`src/ppsc_pkg.sv`:
```
// ppsc_pkg: shared constants and pin bundles of the parallel printer port
// assumes a 10 MHz clock and a 32-bit classic wishbone register bus
package ppsc_pkg;

	// register byte offsets
	localparam logic [7:0] ADR_DATA = 8'h00;
	localparam logic [7:0] ADR_STAT = 8'h04;
	localparam logic [7:0] ADR_CTRL = 8'h08;
	localparam logic [7:0] ADR_PIN  = 8'h0C;
	localparam logic [7:0] ADR_IST  = 8'h10;
	localparam logic [7:0] ADR_IMSK = 8'h14;

	// status bit positions
	localparam int ST_BUSY = 7;
	localparam int ST_ACK  = 6;
	localparam int ST_PE   = 5;
	localparam int ST_SEL  = 4;
	localparam int ST_ERR  = 3;

	// control bit positions
	localparam int CT_DIR  = 5;
	localparam int CT_AIE  = 4;
	localparam int CT_SLIN = 3;
	localparam int CT_INIT = 2;
	localparam int CT_AFD  = 1;
	localparam int CT_STB  = 0;

	// interrupt bit positions
	localparam int IRQ_ACK = 0;
	localparam int IRQ_RDY = 1;

	// values after reset and access masks
	localparam logic [7:0] DATA_RST     = 8'h00;
	localparam logic [7:0] CTRL_RST     = 8'h04;
	localparam logic [7:0] CTRL_WR_MASK = 8'h3F;
	localparam logic [7:0] CTRL_RD_MASK = 8'h1F;
	localparam logic [1:0] IMSK_RST     = 2'h1;
	localparam logic [2:0] STAT_FILL    = 3'h0;

	// timing
	localparam int CLK_NS      = 100;
	localparam int STB_MIN_NS  = 500;
	localparam int SETUP_NS    = 500;
	localparam int HOLD_NS     = 500;
	localparam int INIT_MIN_NS = 50000;
	localparam logic [9:0] STB_MIN_CYC  = 10'((STB_MIN_NS + CLK_NS - 1) / CLK_NS);
	localparam logic [9:0] SETUP_CYC    = 10'((SETUP_NS + CLK_NS - 1) / CLK_NS);
	localparam logic [9:0] HOLD_CYC     = 10'((HOLD_NS + CLK_NS - 1) / CLK_NS);
	localparam logic [9:0] INIT_MIN_CYC = 10'((INIT_MIN_NS + CLK_NS - 1) / CLK_NS);

	typedef struct packed {
		logic busy;
		logic ack_n;
		logic paper_end;
		logic selected;
		logic error_n;
	} ppsc_prn_in_t;

	typedef struct packed {
		logic strobe_n;
		logic auto_fd_n;
		logic init_n;
		logic select_in_n;
	} ppsc_prn_out_t;

endpackage

```
`src/ppsc_min_pulse.sv`:
```
// ppsc_min_pulse: level follower that, once active, stays active a minimum
// number of cycles; activation also waits for a permission input
`timescale 1ns/1ps
`default_nettype none
module ppsc_min_pulse #(
	parameter logic [9:0] MIN_CYC = 10'h005
) (
	input  wire logic clk,
	input  wire logic rst_n,
	input  wire logic ce,
	input  wire logic req,
	input  wire logic start_ok,
	output logic      act
);
	logic [9:0] cnt;
	logic       next_act;
	logic [9:0] next_cnt;

	wire start = ~act & req & start_ok;
	wire stop  = act & ~req & (cnt >= MIN_CYC);

	assign next_act = start ? 1'b1 : (stop ? 1'b0 : act);
	assign next_cnt = start ? 10'h001 :
		((act && cnt < MIN_CYC) ? 10'(cnt + 10'h001) : cnt);

	always_ff @(posedge clk or negedge rst_n) begin
		if (!rst_n) begin
			act <= 1'b0;
			cnt <= 10'h000;
		end else if (ce) begin
			act <= next_act;
			cnt <= next_cnt;
		end
	end
endmodule // ppsc_min_pulse
`default_nettype wire

```
`src/ppsc_top.sv`:
```
// ppsc_top: parallel printer port with control and data latches and a live status word
// behind a classic wishbone slave; printer pins are synchronous to clk
// Function
// - software reads back the output data latch at its own address.
// - status bit 7 shows the printer busy line, and busy means no new byte; data writes and the strobe do not wait for busy.
// - status bit 6 shows the live acknowledge line level.
// - status bit 5 reads one when the printer is out of paper.
// - status bit 4 reads one when the printer is selected.
// - status bit 3 reads zero when the printer reports an error.
// - software reads back the control latch at its own address.
// - control bit 5, write only, turns the data drivers off when one.
// - with control bit 4 set, each rising acknowledge edge interrupts.
// - control bit 3 at one asserts select-in toward the printer.
// - control bit 2 at zero drives initialize, for at least 50 us.
// - control bit 1 at one asserts auto line-feed.
// - control bit 0 drives the strobe, at least 0.5 us wide.
// - data is stable 0.5 us before and after the strobe pulse.
// - the port presents eight parallel data lines.
//
// The register addresses and register access over Wishbone were decided locally.
`timescale 1ns/1ps
`default_nettype none
module ppsc_top (
	input  wire logic                   clk,
	input  wire logic                   rst_n,
	input  wire logic                   ce,
	input  wire logic                   wb_cyc_i,
	input  wire logic                   wb_stb_i,
	input  wire logic                   wb_we_i,
	input  wire logic [7:0]             wb_adr_i,
	input  wire logic [3:0]             wb_sel_i,
	input  wire logic [31:0]            wb_dat_i,
	output logic      [31:0]            wb_dat_o,
	output logic                        wb_ack_o,
	output logic                        irq,
	output logic      [7:0]             pd_o,
	output logic                        pd_oe,
	input  wire logic [7:0]             pd_i,
	input  wire ppsc_pkg::ppsc_prn_in_t prn_in,
	output ppsc_pkg::ppsc_prn_out_t     prn_out
);

	function automatic logic adr_hit(input logic [7:0] adr,
		input logic [7:0] off);
		return adr[7:2] == off[7:2];
	endfunction

	// reset release through two flops
	logic rst_meta;
	logic rst_sync;

	always_ff @(posedge clk or negedge rst_n) begin
		if (!rst_n) begin
			rst_meta <= 1'b0;
			rst_sync <= 1'b0;
		end else if (ce) begin
			rst_meta <= 1'b1;
			rst_sync <= rst_meta;
		end
	end

	// state
	logic [7:0] data_lat;
	logic [7:0] ctrl_lat;
	logic [1:0] irq_pend;
	logic [1:0] irq_mask;
	logic       ack_last;
	logic       busy_last;
	logic [9:0] setup_cnt;
	logic [9:0] hold_cnt;
	logic       stb_act;
	logic       init_act;

	// bus decode
	wire hit_data = adr_hit(wb_adr_i, ppsc_pkg::ADR_DATA);
	wire hit_stat = adr_hit(wb_adr_i, ppsc_pkg::ADR_STAT);
	wire hit_ctrl = adr_hit(wb_adr_i, ppsc_pkg::ADR_CTRL);
	wire hit_pin  = adr_hit(wb_adr_i, ppsc_pkg::ADR_PIN);
	wire hit_ist  = adr_hit(wb_adr_i, ppsc_pkg::ADR_IST);
	wire hit_imsk = adr_hit(wb_adr_i, ppsc_pkg::ADR_IMSK);

	wire setup_done = (setup_cnt == ppsc_pkg::SETUP_CYC);
	wire hold_done  = (hold_cnt == ppsc_pkg::HOLD_CYC);
	// a data write waits out the strobe and its hold time, so the byte
	// on the pins never moves under a pulse
	wire data_busy  = stb_act | ~hold_done;

	wire bus_req  = wb_cyc_i & wb_stb_i & ~wb_ack_o;
	wire stall    = hit_data & wb_we_i & data_busy;
	wire accept   = ce & bus_req & ~stall;
	wire wr       = accept & wb_we_i & wb_sel_i[0];
	wire rd       = accept & ~wb_we_i;
	wire wr_data  = wr & hit_data;
	wire wr_ctrl  = wr & hit_ctrl;
	wire wr_ist   = wr & hit_ist;
	wire wr_imsk  = wr & hit_imsk;

	// status word, bits 2..0 not used and fixed
	wire [7:0] stat_word = {prn_in.busy,
		prn_in.ack_n,
		prn_in.paper_end,
		prn_in.selected,
		prn_in.error_n,
		ppsc_pkg::STAT_FILL};

	// direction bit is write only and reads back as zero
	wire [7:0] ctrl_rd = ctrl_lat & ppsc_pkg::CTRL_RD_MASK;

	wire [31:0] rd_word =
		hit_data ? {24'h000000, data_lat} :
		hit_stat ? {24'h000000, stat_word} :
		hit_ctrl ? {24'h000000, ctrl_rd} :
		hit_pin  ? {24'h000000, pd_i} :
		hit_ist  ? {30'h00000000, irq_pend} :
		hit_imsk ? {30'h00000000, irq_mask} :
		32'h00000000;

	// printer events
	wire       ack_rise  = ~ack_last & prn_in.ack_n;
	wire       busy_fall = busy_last & ~prn_in.busy;
	wire [1:0] irq_ev    = {busy_fall, ack_rise & ctrl_lat[ppsc_pkg::CT_AIE]};
	wire [1:0] irq_clr   = wr_ist ? wb_dat_i[1:0] : 2'h0;
	// a new event beats a clear in the same cycle
	wire [1:0] next_irq_pend = (irq_pend & ~irq_clr) | irq_ev;

	wire [9:0] next_setup_cnt = wr_data ? 10'h000 :
		(setup_done ? setup_cnt : 10'(setup_cnt + 10'h001));
	wire [9:0] next_hold_cnt = stb_act ? 10'h000 :
		(hold_done ? hold_cnt : 10'(hold_cnt + 10'h001));

	// wishbone answer
	always_ff @(posedge clk or negedge rst_sync) begin
		if (!rst_sync) begin
			wb_ack_o <= 1'b0;
			wb_dat_o <= 32'h00000000;
		end else if (ce) begin
			wb_ack_o <= accept;
			if (accept)
				wb_dat_o <= rd ? rd_word : 32'h00000000;
		end
	end

	// software latches
	always_ff @(posedge clk or negedge rst_sync) begin
		if (!rst_sync) begin
			data_lat <= ppsc_pkg::DATA_RST;
			ctrl_lat <= ppsc_pkg::CTRL_RST;
			irq_mask <= ppsc_pkg::IMSK_RST;
		end else if (ce) begin
			if (wr_data)
				data_lat <= wb_dat_i[7:0];
			if (wr_ctrl)
				ctrl_lat <= wb_dat_i[7:0] & ppsc_pkg::CTRL_WR_MASK;
			if (wr_imsk)
				irq_mask <= wb_dat_i[1:0];
		end
	end

	// event capture and pulse timing
	always_ff @(posedge clk or negedge rst_sync) begin
		if (!rst_sync) begin
			irq_pend  <= 2'h0;
			ack_last  <= 1'b1;
			busy_last <= 1'b0;
			setup_cnt <= ppsc_pkg::SETUP_CYC;
			hold_cnt  <= ppsc_pkg::HOLD_CYC;
		end else if (ce) begin
			irq_pend  <= next_irq_pend;
			ack_last  <= prn_in.ack_n;
			busy_last <= prn_in.busy;
			setup_cnt <= next_setup_cnt;
			hold_cnt  <= next_hold_cnt;
		end
	end

	// strobe waits for data setup, then lasts its minimum width
	ppsc_min_pulse #(
		.MIN_CYC (ppsc_pkg::STB_MIN_CYC)
	) u_strobe (
		.clk      (clk),
		.rst_n    (rst_sync),
		.ce       (ce),
		.req      (ctrl_lat[ppsc_pkg::CT_STB]),
		// a data write landing in the same cycle holds the strobe back
		.start_ok (setup_done & ~wr_data),
		.act      (stb_act)
	);

	// initialize is stretched so a short software pulse is still valid
	ppsc_min_pulse #(
		.MIN_CYC (ppsc_pkg::INIT_MIN_CYC)
	) u_init (
		.clk      (clk),
		.rst_n    (rst_sync),
		.ce       (ce),
		.req      (~ctrl_lat[ppsc_pkg::CT_INIT]),
		.start_ok (1'b1),
		.act      (init_act)
	);

	// pins
	assign pd_o                = data_lat;
	assign pd_oe               = ~ctrl_lat[ppsc_pkg::CT_DIR];
	assign prn_out.strobe_n    = ~stb_act;
	assign prn_out.auto_fd_n   = ~ctrl_lat[ppsc_pkg::CT_AFD];
	assign prn_out.init_n      = ~init_act;
	assign prn_out.select_in_n = ~ctrl_lat[ppsc_pkg::CT_SLIN];
	assign irq                 = |(irq_pend & irq_mask);
endmodule // ppsc_top
`default_nettype wire

```
`config.mk`:
```
export PLATFORM = sky130hd
export DESIGN_NAME = ppsc_top
export DESIGN_NICKNAME = d
export VERILOG_FILES = /design/src/ppsc_pkg.sv /design/src/ppsc_min_pulse.sv /design/src/ppsc_top.sv
export SDC_FILE = /design/constraint.sdc
export NUM_CORES = 1
export LEC_CHECK = 0
export ABC_AREA = 1
export BUFFER_PORTS_ARGS = -buffer_cell sky130_fd_sc_hd__buf_2
export CORE_MARGIN = 1.5
export CORE_UTILIZATION = 48
export DETAILED_ROUTE_END_ITERATION = 10
export PLACE_DENSITY = 0.82
export SLEW_MARGIN = 10
export SYNTH_ARGS = -nofsm -noshare
export SYNTH_HDL_FRONTEND = slang
export SYNTH_SLANG_ARGS = --single-unit
```
`constraint.sdc`:
```
create_clock -name clk -period 2.43 [get_ports clk]
set_clock_uncertainty 0.15 [all_clocks]
set_input_delay 0.1215 -clock clk [delete_from_list [all_inputs] [get_ports clk]]
set_output_delay 0.1215 -clock clk [all_outputs]
set_load 0.005 [all_outputs]
```
==> impl_metrics.tcl <==
set metrics [dict create \
    synth-warning-count 0 \
    initial_utilization_pct 49.85 \
    pwr_density_cell_mw_per_mm2 709.3 \
    utilization_pct 58.88 \
    diodes 0 \
    required_ns 2.52 \
    ios 110 \
    cts_root_buffer "clkbuf_8" \
    multi_input_comb_area_sq_mm 0.001877 \
    setup_viol 0 \
    h-tree-depth 3 \
    routedWlPerCell_microns 12.99 \
    setup.worst_path.class "reg -> reg" \
    min_period_ns 2.146 \
    grt_max_degree 50 \
    fin_crit_sh_pct 88.32 \
    p_switching_mw 1.141 \
    fin_nets 670 \
    clock.fmax_mhz 466.0 \
    worstReg2RegStart "hold_cnt[0]" \
    clk_latency_ns 0.35 \
    routed_wl_mm 9.199 \
    final_common_cell "nand2_1" \
    drv_slew 0 \
    outcome "finished, final reports clean" \
    place.gp.congestion 0.8826 \
    via_per_inst 5.093 \
    ir_worst_vdd_v 0.0002987 \
    dieArea_sq_mm 0.009140 \
    first_pass_iters 4 \
    worst_slew_margin_rel_pct 60.30 \
    sw_frac_of_total_pct 33.07 \
    startpoint "hold_cnt[0]" \
    endpoint_kind "flip-flop" \
    fp-row-count 33 \
    pre_cts_ws_ns 0.2944 \
    grt_usage_pct 21.75 \
    num_vias 3606 \
    syn_area_per_cell_sq_um 8.009 \
    grt_overflow 0 \
    cts_tree "built" \
    syn-cell-area_sq_mm 0.004116 \
    grt_pass1_vias 3604 \
    synthFlopType "dfrtp_1" \
    cp-endpoint "setup_cnt[5]" \
    final-hold-violation-count 0 \
    leakage_nw 2.447 \
    drive_above_1_share_pct 20.23 \
    area_growth_syn_to_layout_pct 18.12 \
    maxCapViolations 0 \
    r2r_end "setup_cnt[5]" \
    async_flop_share_pct 100.0 \
    rsz0062_at_grt "no" \
    syn-instance-count 514 \
    portBuffers 56 \
    post_cts_resized 0 \
    grt_pass1_wl_mm 15.39 \
    yosysUniqueCellTypes 44 \
    combPwrFrac_pct 22.3 \
    hp-class "in -> reg" \
    tns_ns 0 \
    layout_common_cells "126 x nand2_1, 65 x dfrtp_1, 63 x inv_1" \
    synth_edf_count 0 \
    antenna_found_initial 0 \
    regArea_sq_mm 0.001837 \
    drc 0 \
    r2r_cells 10 \
    timing.reg2reg.setup_slack_ns 0.28 \
    total_power_mw 3.449 \
    die_w_microns 95.61 \
    whs_ns 0.03630 \
    hold_depth 4 \
    worst_slack_ns 0.2839 \
    cts_buffers 9 \
    ys_ff_latch 73 \
    drt_iter0_drc 190 \
    path_clk_slew_ns 0.08 \
    clockPowerShare_pct 30.6 \
    startpoint_type "flip-flop" \
    dpl.hpwl_mm 6.562 \
    internal_power_mw 2.308 \
    tightest_slew_ns 0.5909 \
    die_h_microns 95.61 \
    numClockSinks 73 \
    clock_path_buffers 2 \
    cp.arrival_ns 2.23 \
    seq_area_frac_synth_pct 44.59 \
    core_area_sq_mm 0.008258 \
    antenna_left 0 \
    nFillCells 723 \
    seqPwrFrac_pct 47.1 \
    cp_max_fo 17 \
]
[cells in the mapped netlist, drive strengths merged (2+ instances only)]
cell	n	area share [%]
o211ai	3	0.55
nor3	13	1.6
a22oi	2	0.36
o21ai	51	6.9
dfrtp	66	40
or2	2	0.30
ha	9	2.7
nand2	131	12
buf	30	5.3
o2111ai	2	0.43
nand3b	2	0.36
a21oi	4	0.58
nor3b	3	0.55
nand4	11	2.2
xor2	15	3.2
nand3	37	4.9
a21boi	2	0.36
nor2	42	4.5
dfstp	7	4.5
inv	71	6.5
o31ai	2	0.36
[state kept, by name, indices dropped and copies added, names as in the netlist]
| register | count |
|---|---|
| hold_cnt | 10 |
| setup_cnt | 10 |
| u_init.cnt | 10 |
| u_strobe.cnt | 10 |
| pd_o | 8 |
| wb_dat_o | 8 |
| ctrl_lat | 6 |
| irq_mask | 2 |
| irq_pend | 2 |
| ack_last | 1 |
| busy_last | 1 |
| rst_meta | 1 |
| rst_sync | 1 |
| u_init.act | 1 |
| u_strobe.act | 1 |
| wb_ack_o | 1 |
[critical path, stage by stage, from the launching register on]
cell and delay [ns]:
dfstp_2 0.60, ha_1 0.17, nand2_1 0.06, nor2_2 0.10, nand3_2 0.11, nand2_2 0.11, nand4_4 0.26, nand2_4 0.15
nand2_4 0.15, nand2_1 0.12, o21ai_2 0.06
[worst min path at each step]
stage                        from     endpoint
after floorplan             rst_n     rst_meta
after global placement      rst_n     rst_meta
after detailed placement    rst_n     rst_meta
after CTS                      ce     rst_sync
after global routing      pd_i[2]  wb_dat_o[2]
final                          ce     rst_sync
[through the flow]
stage / instances / area, sq um
floorplan: 537 / 4203
global placement: 673 / 4453
detailed placement: 673 / 4453
CTS: 708 / 4862
global route: 708 / 4862
finish: 708 / 4862
[cell families (layout without fill, tap and decap cells)]
group / after synthesis / in the layout / synth area share [%]
simple gates: 242 / 242 / 26.99
flops: 73 / 73 / 44.59
other cells: 1 / 24 / 0.09110
compound gates: 71 / 71 / 10.49
xor+xnor: 15 / 15 / 3.192
buf+inv: 103 / 169 / 11.91
fa+ha+maj: 9 / 9 / 2.736
[power groups by stage]
stage | combinational (mW) | clock, mW | sequential [mW]
detailed placement | 0.745 | 0 | 1.64
floorplan | 0.602 | 0 | 1.61
global route | 0.893 | 1.13 | 1.65
global placement | 0.700 | 0 | 1.63
finish | 0.768 | 1.06 | 1.62
CTS | 0.770 | 1.08 | 1.62
[final cells by class]
cell class / instances / share of cell area, %
clock inverter: 7 / 1.956
sequential: 73 / 37.78
clock buffer: 9 / 2.548
timing repair buffer: 81 / 10.86
multi-input combinational: 361 / 38.60
tap: 105 / 2.702
inverter: 72 / 5.558
[repair_timing]
action,4_1_cts,5_1_grt
buffers inserted,0,0
setup endpoints to repair,0,0
hold endpoints to repair,30,0
hold buffers,19,0
[routing by layer]
metal	vias up	global-route usage, %	part of all wire, %
li1	1772	-	-
met1	1695	26.13	44
met2	115	36.85	49
met3	24	3.509	4.6
met4	0	12.13	2.6
met5	-	0	0
Power figures use the tool's default switching activity.
